==> config.mk <==
export PLATFORM = sky130hd
export DESIGN_NAME = shc_ctrl
export DESIGN_NICKNAME = d
export VERILOG_FILES = /design/src/rtl/shc_pkg.sv /design/src/rtl/shc_ctrl.sv
export SDC_FILE = /design/constraint.sdc
export NUM_CORES = 2
export LEC_CHECK = 0
export BUFFER_PORTS_ARGS = -buffer_cell sky130_fd_sc_hd__buf_4
export CORE_MARGIN = 2
export CORE_UTILIZATION = 30
export CTS_CLUSTER_SIZE = 20
export DETAILED_ROUTE_END_ITERATION = 16
export PLACE_DENSITY = 0.53
export REMOVE_ABC_BUFFERS = 1
export SYNTH_ARGS = -nofsm -noshare
export SYNTH_HDL_FRONTEND = slang
export SYNTH_SLANG_ARGS = --single-unit
==> constraint.sdc <==
create_clock -name CLK_SYS_I -period 50.1 [get_ports CLK_SYS_I]
set_clock_uncertainty 0.05 [all_clocks]
set_input_delay 10.02 -clock CLK_SYS_I [delete_from_list [all_inputs] [get_ports CLK_SYS_I]]
set_output_delay 10.02 -clock CLK_SYS_I [all_outputs]
set_load 0.02 [all_outputs]
==> src/rtl/shc_pkg.sv <==
// Constants, types and tables for the staged heat controller.
// Assumes one 50 MHz system clock; all users refer to names by shc_pkg::.
package shc_pkg;
   // Timing
   localparam int unsigned SHC_CLK_HZ = 50_000_000;
   localparam int unsigned SHC_TICK_S = 1;
   localparam int unsigned SHC_TICK_CYC = SHC_CLK_HZ * SHC_TICK_S;
   // Register byte offsets
   localparam logic [5:0] SHC_OFS_CTRL = 6'h00;
   localparam logic [5:0] SHC_OFS_HEAT_SP1 = 6'h04;
   localparam logic [5:0] SHC_OFS_HEAT_SP2 = 6'h08;
   localparam logic [5:0] SHC_OFS_COOL_SP1 = 6'h0c;
   localparam logic [5:0] SHC_OFS_COOL_SP2 = 6'h10;
   localparam logic [5:0] SHC_OFS_PERIOD = 6'h14;
   localparam logic [5:0] SHC_OFS_GAIN = 6'h18;
   localparam logic [5:0] SHC_OFS_MAX_STEP = 6'h1c;
   localparam logic [5:0] SHC_OFS_DB_HIGH = 6'h20;
   localparam logic [5:0] SHC_OFS_DB_LOW = 6'h24;
   localparam logic [5:0] SHC_OFS_DB_RATE = 6'h28;
   localparam logic [5:0] SHC_OFS_STATUS = 6'h2c;
   localparam logic [5:0] SHC_OFS_ACTIVE_SP = 6'h30;
   // Control register fields
   localparam int SHC_CTRL_SEL_LSB = 0;
   localparam int SHC_CTRL_VAV_BIT = 2;
   localparam int SHC_CTRL_NETOCC_BIT = 3;
   localparam int SHC_CTRL_NSTG_LSB = 4;
   // Gain register fields
   localparam int SHC_GAIN_P_LSB = 0;
   localparam int SHC_GAIN_D_LSB = 8;
   localparam int SHC_GAIN_FRAC = 4;
   // Status register fields
   localparam int SHC_STAT_MODE_LSB = 0;
   localparam int SHC_STAT_STAGE_LSB = 4;
   localparam int SHC_STAT_CAP_LSB = 8;
   localparam int SHC_STAT_RELAY_LSB = 16;
   localparam int SHC_STAT_HIR_BIT = 22;
   // Reset values
   localparam logic [1:0] SHC_RST_SEL = 2'h0;
   localparam logic [3:0] SHC_RST_NSTG = 4'h9;
   localparam logic [15:0] SHC_RST_HEAT_SP = 16'h0352;
   localparam logic [15:0] SHC_RST_COOL_SP = 16'h0230;
   localparam logic [15:0] SHC_RST_PERIOD = 16'h000a;
   localparam logic [7:0] SHC_RST_P_GAIN = 8'h10;
   localparam logic [7:0] SHC_RST_D_GAIN = 8'h08;
   localparam logic [7:0] SHC_RST_MAX_STEP = 8'h0a;
   localparam logic [15:0] SHC_RST_DB_HIGH = 16'h000a;
   localparam logic [15:0] SHC_RST_DB_LOW = 16'hfff6;
   localparam logic [15:0] SHC_RST_DB_RATE = 16'h0002;
   // Capacity range in percent
   localparam logic [7:0] SHC_CAP_MAX = 8'h64;
   localparam int SHC_NSTG = 9;
   // Full-fire percent and relay pattern per stage, K1 in bit 0
   localparam logic [7:0] SHC_STG_PCT [SHC_NSTG] = '{
      8'h19, 8'h21, 8'h32, 8'h3a, 8'h43, 8'h4b, 8'h53, 8'h5c, 8'h64};
   localparam logic [5:0] SHC_STG_RLY [SHC_NSTG] = '{
      6'h01, 6'h03, 6'h05, 6'h07, 6'h0f, 6'h15, 6'h1d, 6'h1f, 6'h3f};
   // Operating modes, Gray along idle-temper-first_heat_input-second_heat_input
   typedef enum logic [1:0] {
      SHC_IDLE = 2'b00,
      SHC_TEMPER = 2'b01,
      SHC_FIRST_HEAT_INPUT = 2'b11,
      SHC_SECOND_HEAT_INPUT = 2'b10
   } shc_mode_t;
   // Calls from the base unit control
   typedef struct packed {
      logic fan;
      logic dehum;
      logic cool1;
      logic cool2;
      logic first_heat_input;
      logic second_heat_input;
   } shc_calls_t;
endpackage

==> src/rtl/shc_ctrl.sv <==
// Staged heat controller: mode, set point, capacity loop and relay staging.
// Assumes synchronous base unit calls and temperatures, Avalon-MM master.
// Notes on behaviour
// - Six gas relays, up to nine stages
// - Idle: no heat, all off or cooling
// - Tempering when fan/dehumidify, no cool/heat
// - Tempering holds cooling set point
// - First heat: first_heat_input only, heating set point
// - First heat energizes heat interlock relay
// - Second heat never on variable-volume units
// - Heat value in first heat, cool in tempering and second heat
// - Source 0: set points from knobs
// - Source 1: set point one values
// - Source 2: occupancy schedule picks set
// - Source 3: network schedule picks set
// - Capacity computed only in first_heat_input/tempering
// - Loop runs each period, accumulates correction
// - Error, proportional and rate terms
// - Deadband with low rate zeroes proportional
// - Correction clamped to plus/minus max step
// - New capacity is correction plus old
//
// Our own choices: the Avalon-MM interface to the registers and the register offsets.
`timescale 1ns/100ps
`default_nettype none
module shc_ctrl #(
   parameter int unsigned TICK_CYC = shc_pkg::SHC_TICK_CYC
) (
   // Clock, reset, enable
   input wire logic CLK_SYS_I,
   input wire logic SRST_I,
   input wire logic CE_I,
   // Avalon-MM slave
   input wire logic [5:0] AVS_ADDRESS_I,
   input wire logic AVS_READ_I,
   input wire logic AVS_WRITE_I,
   input wire logic [31:0] AVS_WRITEDATA_I,
   output logic [31:0] AVS_READDATA_O,
   output logic AVS_WAITREQUEST_O,
   // Base unit and sensors
   input wire shc_pkg::shc_calls_t CALLS_I,
   input wire logic OCCUPANCY_STATE_I,
   input wire logic [15:0] SUPPLY_AIR_TEMP_I,
   input wire logic [15:0] TEMPERING_SETPOINT_KNOB_I,
   input wire logic [15:0] HEATING_SUPPLY_SETPOINT_I,
   // Relay and mode outputs
   output logic [5:0] RELAY_O,
   output logic HEAT_INTERLOCK_RELAY_O,
   output shc_pkg::shc_mode_t MODE_O
);
   logic [1:0] setpoint_source_select_reg;
   logic vav_unit_reg;
   logic net_occupied_reg;
   logic [3:0] num_stages_reg;
   logic [15:0] heat_setpoint_one_reg;
   logic [15:0] heat_setpoint_two_reg;
   logic [15:0] cool_setpoint_one_reg;
   logic [15:0] cool_setpoint_two_reg;
   logic [15:0] loop_period_seconds_reg;
   logic [7:0] p_gain_reg;
   logic [7:0] d_gain_reg;
   logic [7:0] max_step_change_reg;
   logic [15:0] deadband_high_limit_reg;
   logic [15:0] deadband_low_limit_reg;
   logic [15:0] deadband_min_rate_reg;
   logic ack_reg;
   logic [31:0] rdata_reg;
   shc_pkg::shc_mode_t mode_reg;
   shc_pkg::shc_mode_t mode_next;
   logic [15:0] active_setpoint_reg;
   logic [15:0] active_setpoint_next;
   logic [7:0] desired_capacity_pct_reg;
   logic [7:0] desired_capacity_pct_next;
   logic signed [16:0] err_last_reg;
   logic [31:0] pre_cnt_reg;
   logic [15:0] sec_cnt_reg;
   logic [3:0] stage_reg;
   logic [3:0] stage_next;
   logic [5:0] relay_reg;
   logic [5:0] relay_next;
   logic hir_reg;
   logic req;
   logic wr_take;
   logic sec_tick;
   logic loop_run;
   logic loop_mode;
   logic use_set_one;
   logic signed [16:0] err;
   logic signed [17:0] derr;
   logic signed [25:0] p_term;
   logic signed [26:0] d_term;
   logic signed [26:0] d_abs;
   logic in_deadband;
   logic signed [27:0] pd_sum;
   logic signed [27:0] corr;
   logic signed [27:0] cap_sum;
   logic signed [27:0] step_lim;
   logic [shc_pkg::SHC_NSTG-1:0] stage_hit;

   localparam logic [31:0] PRE_LAST = 32'(TICK_CYC - 1);

   // Bus handshake: one wait cycle, then answer
   assign req = AVS_READ_I | AVS_WRITE_I;
   assign AVS_WAITREQUEST_O = req & ~(ack_reg & CE_I);
   assign wr_take = AVS_WRITE_I & ack_reg;
   assign AVS_READDATA_O = rdata_reg;

   always_ff @(posedge CLK_SYS_I) begin
      if (SRST_I) begin
         ack_reg <= 1'b0;
      end else if (CE_I) begin
         ack_reg <= req & ~ack_reg;
      end
   end

   // Register writes
   always_ff @(posedge CLK_SYS_I) begin
      if (SRST_I) begin
         setpoint_source_select_reg <= shc_pkg::SHC_RST_SEL;
         vav_unit_reg <= 1'b0;
         net_occupied_reg <= 1'b0;
         num_stages_reg <= shc_pkg::SHC_RST_NSTG;
         heat_setpoint_one_reg <= shc_pkg::SHC_RST_HEAT_SP;
         heat_setpoint_two_reg <= shc_pkg::SHC_RST_HEAT_SP;
         cool_setpoint_one_reg <= shc_pkg::SHC_RST_COOL_SP;
         cool_setpoint_two_reg <= shc_pkg::SHC_RST_COOL_SP;
         loop_period_seconds_reg <= shc_pkg::SHC_RST_PERIOD;
         p_gain_reg <= shc_pkg::SHC_RST_P_GAIN;
         d_gain_reg <= shc_pkg::SHC_RST_D_GAIN;
         max_step_change_reg <= shc_pkg::SHC_RST_MAX_STEP;
         deadband_high_limit_reg <= shc_pkg::SHC_RST_DB_HIGH;
         deadband_low_limit_reg <= shc_pkg::SHC_RST_DB_LOW;
         deadband_min_rate_reg <= shc_pkg::SHC_RST_DB_RATE;
      end else if (CE_I && wr_take) begin
         unique case (AVS_ADDRESS_I)
            shc_pkg::SHC_OFS_CTRL: begin
               setpoint_source_select_reg <=
                  AVS_WRITEDATA_I[shc_pkg::SHC_CTRL_SEL_LSB +: 2];
               vav_unit_reg <= AVS_WRITEDATA_I[shc_pkg::SHC_CTRL_VAV_BIT];
               net_occupied_reg <= AVS_WRITEDATA_I[shc_pkg::SHC_CTRL_NETOCC_BIT];
               num_stages_reg <= AVS_WRITEDATA_I[shc_pkg::SHC_CTRL_NSTG_LSB +: 4];
            end
            shc_pkg::SHC_OFS_HEAT_SP1: heat_setpoint_one_reg <= AVS_WRITEDATA_I[15:0];
            shc_pkg::SHC_OFS_HEAT_SP2: heat_setpoint_two_reg <= AVS_WRITEDATA_I[15:0];
            shc_pkg::SHC_OFS_COOL_SP1: cool_setpoint_one_reg <= AVS_WRITEDATA_I[15:0];
            shc_pkg::SHC_OFS_COOL_SP2: cool_setpoint_two_reg <= AVS_WRITEDATA_I[15:0];
            shc_pkg::SHC_OFS_PERIOD: loop_period_seconds_reg <= AVS_WRITEDATA_I[15:0];
            shc_pkg::SHC_OFS_GAIN: begin
               p_gain_reg <= AVS_WRITEDATA_I[shc_pkg::SHC_GAIN_P_LSB +: 8];
               d_gain_reg <= AVS_WRITEDATA_I[shc_pkg::SHC_GAIN_D_LSB +: 8];
            end
            shc_pkg::SHC_OFS_MAX_STEP: max_step_change_reg <= AVS_WRITEDATA_I[7:0];
            shc_pkg::SHC_OFS_DB_HIGH: deadband_high_limit_reg <= AVS_WRITEDATA_I[15:0];
            shc_pkg::SHC_OFS_DB_LOW: deadband_low_limit_reg <= AVS_WRITEDATA_I[15:0];
            shc_pkg::SHC_OFS_DB_RATE: deadband_min_rate_reg <= AVS_WRITEDATA_I[15:0];
            default: begin
            end
         endcase
      end
   end

   // Read data captured in the wait cycle
   always_ff @(posedge CLK_SYS_I) begin
      if (SRST_I) begin
         rdata_reg <= 32'h0000_0000;
      end else if (CE_I && AVS_READ_I && !ack_reg) begin
         rdata_reg <= 32'h0000_0000;
         unique case (AVS_ADDRESS_I)
            shc_pkg::SHC_OFS_CTRL: rdata_reg <= {24'h00_0000, num_stages_reg,
               net_occupied_reg, vav_unit_reg, setpoint_source_select_reg};
            shc_pkg::SHC_OFS_HEAT_SP1: rdata_reg <= {16'h0000, heat_setpoint_one_reg};
            shc_pkg::SHC_OFS_HEAT_SP2: rdata_reg <= {16'h0000, heat_setpoint_two_reg};
            shc_pkg::SHC_OFS_COOL_SP1: rdata_reg <= {16'h0000, cool_setpoint_one_reg};
            shc_pkg::SHC_OFS_COOL_SP2: rdata_reg <= {16'h0000, cool_setpoint_two_reg};
            shc_pkg::SHC_OFS_PERIOD: rdata_reg <= {16'h0000, loop_period_seconds_reg};
            shc_pkg::SHC_OFS_GAIN: rdata_reg <= {16'h0000, d_gain_reg, p_gain_reg};
            shc_pkg::SHC_OFS_MAX_STEP: rdata_reg <= {24'h00_0000, max_step_change_reg};
            shc_pkg::SHC_OFS_DB_HIGH: rdata_reg <= {16'h0000, deadband_high_limit_reg};
            shc_pkg::SHC_OFS_DB_LOW: rdata_reg <= {16'h0000, deadband_low_limit_reg};
            shc_pkg::SHC_OFS_DB_RATE: rdata_reg <= {16'h0000, deadband_min_rate_reg};
            shc_pkg::SHC_OFS_STATUS: rdata_reg <= {9'h000, hir_reg, relay_reg,
               desired_capacity_pct_reg, stage_reg, 2'h0, mode_reg};
            shc_pkg::SHC_OFS_ACTIVE_SP: rdata_reg <= {16'h0000, active_setpoint_reg};
            default: rdata_reg <= 32'h0000_0000;
         endcase
      end
   end

   // Mode selection from base unit calls
   always_comb begin
      mode_next = shc_pkg::SHC_IDLE;
      if (CALLS_I.cool1 || CALLS_I.cool2) begin
         mode_next = shc_pkg::SHC_IDLE;
      end else if (CALLS_I.first_heat_input && !CALLS_I.second_heat_input) begin
         mode_next = shc_pkg::SHC_FIRST_HEAT_INPUT;
      end else if (CALLS_I.second_heat_input) begin
         mode_next = vav_unit_reg ? shc_pkg::SHC_IDLE : shc_pkg::SHC_SECOND_HEAT_INPUT;
      end else if (CALLS_I.fan || CALLS_I.dehum) begin
         mode_next = shc_pkg::SHC_TEMPER;
      end
   end

   always_ff @(posedge CLK_SYS_I) begin
      if (SRST_I) begin
         mode_reg <= shc_pkg::SHC_IDLE;
      end else if (CE_I) begin
         mode_reg <= mode_next;
      end
   end

   // Set point source selection
   always_comb begin
      use_set_one = 1'b1;
      unique case (setpoint_source_select_reg)
         2'h1: use_set_one = 1'b1;
         2'h2: use_set_one = OCCUPANCY_STATE_I;
         2'h3: use_set_one = net_occupied_reg;
         default: use_set_one = 1'b1;
      endcase
      if (mode_reg == shc_pkg::SHC_FIRST_HEAT_INPUT) begin
         if (setpoint_source_select_reg == 2'h0) begin
            active_setpoint_next = HEATING_SUPPLY_SETPOINT_I;
         end else begin
            active_setpoint_next = use_set_one ? heat_setpoint_one_reg : heat_setpoint_two_reg;
         end
      end else if (setpoint_source_select_reg == 2'h0) begin
         active_setpoint_next = TEMPERING_SETPOINT_KNOB_I;
      end else begin
         active_setpoint_next = use_set_one ? cool_setpoint_one_reg : cool_setpoint_two_reg;
      end
   end

   always_ff @(posedge CLK_SYS_I) begin
      if (SRST_I) begin
         active_setpoint_reg <= shc_pkg::SHC_RST_COOL_SP;
      end else if (CE_I) begin
         active_setpoint_reg <= active_setpoint_next;
      end
   end

   // Loop period timer
   // loop only in first_heat_input or tempering
   assign loop_mode = (mode_reg == shc_pkg::SHC_FIRST_HEAT_INPUT) || (mode_reg == shc_pkg::SHC_TEMPER);
   assign sec_tick = (pre_cnt_reg == PRE_LAST);
   assign loop_run = loop_mode && sec_tick && ((sec_cnt_reg + 16'h0001) >= loop_period_seconds_reg);

   always_ff @(posedge CLK_SYS_I) begin
      if (SRST_I) begin
         pre_cnt_reg <= 32'h0000_0000;
         sec_cnt_reg <= 16'h0000;
      end else if (CE_I) begin
         if (!loop_mode) begin
            pre_cnt_reg <= 32'h0000_0000;
            sec_cnt_reg <= 16'h0000;
         end else if (sec_tick) begin
            pre_cnt_reg <= 32'h0000_0000;
            sec_cnt_reg <= loop_run ? 16'h0000 : sec_cnt_reg + 16'h0001;
         end else begin
            pre_cnt_reg <= pre_cnt_reg + 32'h0000_0001;
         end
      end
   end

   // Capacity arithmetic
   always_comb begin
      err = $signed({active_setpoint_reg[15], active_setpoint_reg}) -
            $signed({SUPPLY_AIR_TEMP_I[15], SUPPLY_AIR_TEMP_I});
      derr = $signed({err[16], err}) - $signed({err_last_reg[16], err_last_reg});
      p_term = (err * $signed({1'b0, p_gain_reg})) >>> shc_pkg::SHC_GAIN_FRAC;
      d_term = (derr * $signed({1'b0, d_gain_reg})) >>> shc_pkg::SHC_GAIN_FRAC;
      d_abs = d_term[26] ? -d_term : d_term;
      in_deadband = (err < $signed({deadband_high_limit_reg[15], deadband_high_limit_reg})) &&
                    (err > $signed({deadband_low_limit_reg[15], deadband_low_limit_reg})) &&
                    (d_abs < $signed({11'h000, deadband_min_rate_reg}));
      pd_sum = (in_deadband ? 28'sh000_0000 : 28'($signed(p_term))) + 28'(d_term);
      step_lim = $signed({20'h0_0000, max_step_change_reg});
      if (pd_sum > step_lim) begin
         corr = step_lim;
      end else if (pd_sum < -step_lim) begin
         corr = -step_lim;
      end else begin
         corr = pd_sum;
      end
      cap_sum = corr + $signed({20'h0_0000, desired_capacity_pct_reg});
      if (cap_sum < 28'sh000_0000) begin
         desired_capacity_pct_next = 8'h00;
      end else if (cap_sum > $signed({20'h0_0000, shc_pkg::SHC_CAP_MAX})) begin
         desired_capacity_pct_next = shc_pkg::SHC_CAP_MAX;
      end else begin
         desired_capacity_pct_next = cap_sum[7:0];
      end
   end

   always_ff @(posedge CLK_SYS_I) begin
      if (SRST_I) begin
         desired_capacity_pct_reg <= 8'h00;
         err_last_reg <= 17'sh0_0000;
      end else if (CE_I) begin
         if (!loop_mode) begin
            desired_capacity_pct_reg <= 8'h00;
            err_last_reg <= 17'sh0_0000;
         end else if (loop_run) begin
            desired_capacity_pct_reg <= desired_capacity_pct_next;
            err_last_reg <= err;
         end
      end
   end

   // Stage thresholds per entry
   genvar gi;
   generate
      for (gi = 0; gi < shc_pkg::SHC_NSTG; gi++) begin : g_stage
         assign stage_hit[gi] = (desired_capacity_pct_reg >= shc_pkg::SHC_STG_PCT[gi]) &&
                                (4'(gi) < num_stages_reg);
      end
   endgenerate

   always_comb begin
      stage_next = 4'h0;
      relay_next = 6'h00;
      for (int i = 0; i < shc_pkg::SHC_NSTG; i++) begin
         if (stage_hit[i]) begin
            stage_next = 4'(i + 1);
            relay_next = shc_pkg::SHC_STG_RLY[i];
         end
      end
      // Full fire in second heat
      if (mode_reg == shc_pkg::SHC_SECOND_HEAT_INPUT) begin
         for (int i = 0; i < shc_pkg::SHC_NSTG; i++) begin
            if (4'(i) < num_stages_reg) begin
               stage_next = 4'(i + 1);
               relay_next = shc_pkg::SHC_STG_RLY[i];
            end
         end
      end
      if (mode_reg == shc_pkg::SHC_IDLE) begin
         stage_next = 4'h0;
         relay_next = 6'h00;
      end
   end

   // Relay outputs
   always_ff @(posedge CLK_SYS_I) begin
      if (SRST_I) begin
         stage_reg <= 4'h0;
         relay_reg <= 6'h00;
         hir_reg <= 1'b0;
      end else if (CE_I) begin
         stage_reg <= stage_next;
         relay_reg <= relay_next;
         hir_reg <= (mode_reg == shc_pkg::SHC_FIRST_HEAT_INPUT);
      end
   end

   assign RELAY_O = relay_reg;
   assign HEAT_INTERLOCK_RELAY_O = hir_reg;
   assign MODE_O = mode_reg;
endmodule
`default_nettype wire

==> run summary <==
## Cells and area
* 4301 — Post-layout nets
* 10.55% — area added between synthesis and finish
* 0 — Antenna diodes
* 32 — flip-flop count of the largest register, all copies and words added
* 7.348% — fraction of layout instances using a drive strength above 1
* 10220 — Filler Cells Inserted

## Setup path
* desired_capacity_pct_reg[3] — Crit Reg-Reg Endpoint
* 31 — maximum fanout count along the critical path
* active_setpoint_reg[0] — startpoint of the most critical register-to-register path
* 0.71 ns — largest stage delay on the critical path
* nor4bb_1 — cell with the biggest individual delay on the critical path
* 31.81 ns — worst endpoint data arrival time
* 27.82 ns — register-to-register setup slack
* 90 — worst reg-to-reg path cell count
* input pin — startpoint class of the critical path
* in -> reg — Setup Crit Path Kind
* SUPPLY_AIR_TEMP_I[0] — worst setup path startpoint
* 50.52 ns — CP Data Required Time
* a21o_1 — Most common cell on crit path
* register — critical path endpoint category

## Clock network
* 1 — count of H-tree levels built during CTS
* 31 — number of buffers added by the clock tree synthesis step
* 3 — CTS max path bufs
* 0 — number of gates resized after cts
* 0 — number of hold buffers added after cts
* 286 — clock sink count
* 0.60 ns — Skew-Pair Late Insertion Delay
* 0.07 ns — Clock transition at path regs
* done — clock tree from TritonCTS
* 0 — count of buffers added by post-CTS timing repair for setup
* clkbuf_16 — Clock Root Buffer

## Route
* 1984 — number of violations reported at the end of detailed-routing iteration 0
* 94.15 mm — overall routed net length
* 8 — first-pass iteration count of the detailed router
* 0 — Post-DRT Antenna Nets
* 5.130 — Avg Vias per Cell
* 25678 — DR vias
* 18.81 µm — post-detailed-route wirelength per cell
* 0 — number of remaining DRC errors

## Synth
* nand2_1 — most instantiated library cell after synthesis
* 3694 — post-synthesis instance total
* 19.59% — fraction of synthesized cell area taken by the top area cell type
* 29220 µm² — cell area after technology mapping
* dfxtp_1 — dominant synthesized flop cell
* 7.910 µm² — mean cell area of the mapped netlist
* dfxtp_1 (20%), fa_1 (15%), ha_1 (12%), nand2_1 (7.0%), inv_1 (5.9%) — leading cell types by total area after synthesis
* 0 — Yosys warnings
* 92 — count of different cell masters after synthesis
* 0% — share of flip-flops with an asynchronous set or reset
* 0 — number of synthesized flops with an enable pin
* 286 — flops & latches, synth
* nand2_1 (547), inv_1 (461), a21oi_1 (294), dfxtp_1 (286), ha_1 (270) — top post-synthesis cells by count
* dfxtp_1 — post-synth top area cell
* 19.59% — portion of the post-synthesis area used by sequential elements

## Timing
* 15.78% — Max-slew headroom
* 31.39 ns — minimum clock period
* 62.64% — ratio of final minimum period to clock period
* 0 — number of endpoints failing setup at the final stage
* 18.71 ns — worst-case setup margin in the final layout
* no — RSZ-0062 raised after global routing
* 0 ns — setup tns final
* 0 — Slew Limit Fails
* 31.86 MHz — Achievable Freq
* 0 — hold violation count in the final report
* 1.263 ns — actual transition at the worst max-transition pin

## Floorplanning
* 99910 µm² — overall die area
* 96570 µm² — Placeable Area
* 140 — Top-Level Pins
* 114 — row count
* 316.1 µm — die extent in x
* 316.1 µm — chip height
* 30.26% — effective utilization at floorplan

## Global routing
* 24649 — number of global-route vias before repair
* 0 — GR Overflow Total
* 73 — maximum number of pins on one net before global-route repair
* met2 — GR peak layer
* 1 — number of antenna violations at the first check in global routing
* 18.58% — Total Routing Usage GR
* 26.72% — fraction of met1 tracks used by global routing
* 145.7 mm — global-route wire length before repair
* 28.84% — met2 Track Usage GR
* 3.277% — met3 routing resource usage after global routing

## Flow run
* 0 — Max-Cap Viols

## Min path
* reg -> reg — worst min-delay path category
* err_last_reg[4] — beginning of the worst hold path
* 2 — hold path depth
* err_last_reg[4] — hold endpoint

## Pwr
* 29.11 nW/µm² — power per unit of standard cell area
* 14.15 nW — leakage
* 28.71 µV — largest vdd supply drop

## Placed design
* 0.8685 — placer's final routability congestion estimate
* 72.46 mm — estimated wirelength of the detail-placed design
* 114 — Port Buf Inserts
* 18.28 ns — Placement Setup Slack

## Run status
* completed — result of the run

[how the worst max path moves through the flow]
stage	endpoint	slack, ns	cells past startpoint
final	desired_capacity_pct_reg[3]	18.71	90
after global routing	desired_capacity_pct_reg[0]	17.32	90
after CTS	desired_capacity_pct_reg[0]	18.77	90
after detailed placement	desired_capacity_pct_reg[0]	18.28	90
after global placement	desired_capacity_pct_reg[3]	18.44	90
after floorplan	desired_capacity_pct_reg[0]	21.05	87
[through the flow]
step	instances	total power (W)	cell area, µm²	utilization (%)	hold slack (ns)
global route	5005	0.001016	32300	33.45	0.4236
floorplan	3511	0.0005781	28470	-	0.3758
CTS	5005	0.0009443	32300	33.45	0.4068
global placement	4951	0.0007128	31340	32.45	0.3883
detailed placement	4951	0.0007160	31340	32.45	0.3964
finish	5005	0.0009402	32300	33.45	0.4048
[power breakdown]
part | leakage [nW] | internal, W | total, W | switching, W
Sequential | 2.31 | 0.000229 | 0.000231 | 0.00000262
Combinational | 11.4 | 0.000183 | 0.000482 | 0.000299
Clock | 0.469 | 0.000124 | 0.000227 | 0.000103
[placed cells by master (no fill, tap or decap), types with 38 or more instances in the layout]
cell type / instances
a21o_1: 64
a21oi_1: 294
a22oi_1: 45
and2_1: 159
buf_4: 163
dfxtp_1: 285
fa_1: 225
ha_1: 270
inv_1: 460
nand2_1: 547
nand3_1: 101
nor2_1: 222
nor2b_1: 41
nor3_1: 38
o21ai_0: 90
xnor2_1: 99
xor2_1: 49
[worst max-delay path: cells and delay by family]
family	cells	cell delay (ns)
multiplexers	1	0.26
AND/OR/NAND/NOR	13	2.74
AO/OA/AOI/OAI	51	11.56
XOR/XNOR	2	0.38
buffers and inverters	11	1.94
adder cells (fa/ha/maj)	12	4.88
[per-layer routing]
layer | share of wire, % | vias up
met2 | 43 | 700
met1 | 47 | 12394
met4 | 2.5 | 0
met5 | 0 | -
li1 | - | 12453
met3 | 7.2 | 131
[cell families after synthesis]
kind of cell,Yosys count,synth area share [%]
xor gates and xnor gates,148,4.436
and+or+nand+nor,1275,20.37
muxes,27,1.631
adders and majority gates,495,26.98
AOI/OAI and AO/OA,809,18.35
buffers and inverters,653,8.624
other,1,0.01283
DFF,286,19.59
[final cells by class]
type	count	area [µm²]	share of cell area, %
Timing Repair Buffer	164	1235	3.823
Tap cell	1276	1597	4.942
Multi-Input combinational cell	2763	21040	65.14
Sequential cell	286	5727	17.73
Clock buffer	41	853.3	2.642
Clock inverter	13	108.9	0.3370
Inverter	462	1739	5.384
No activity file was read; power rests on OpenSTA's default activity.
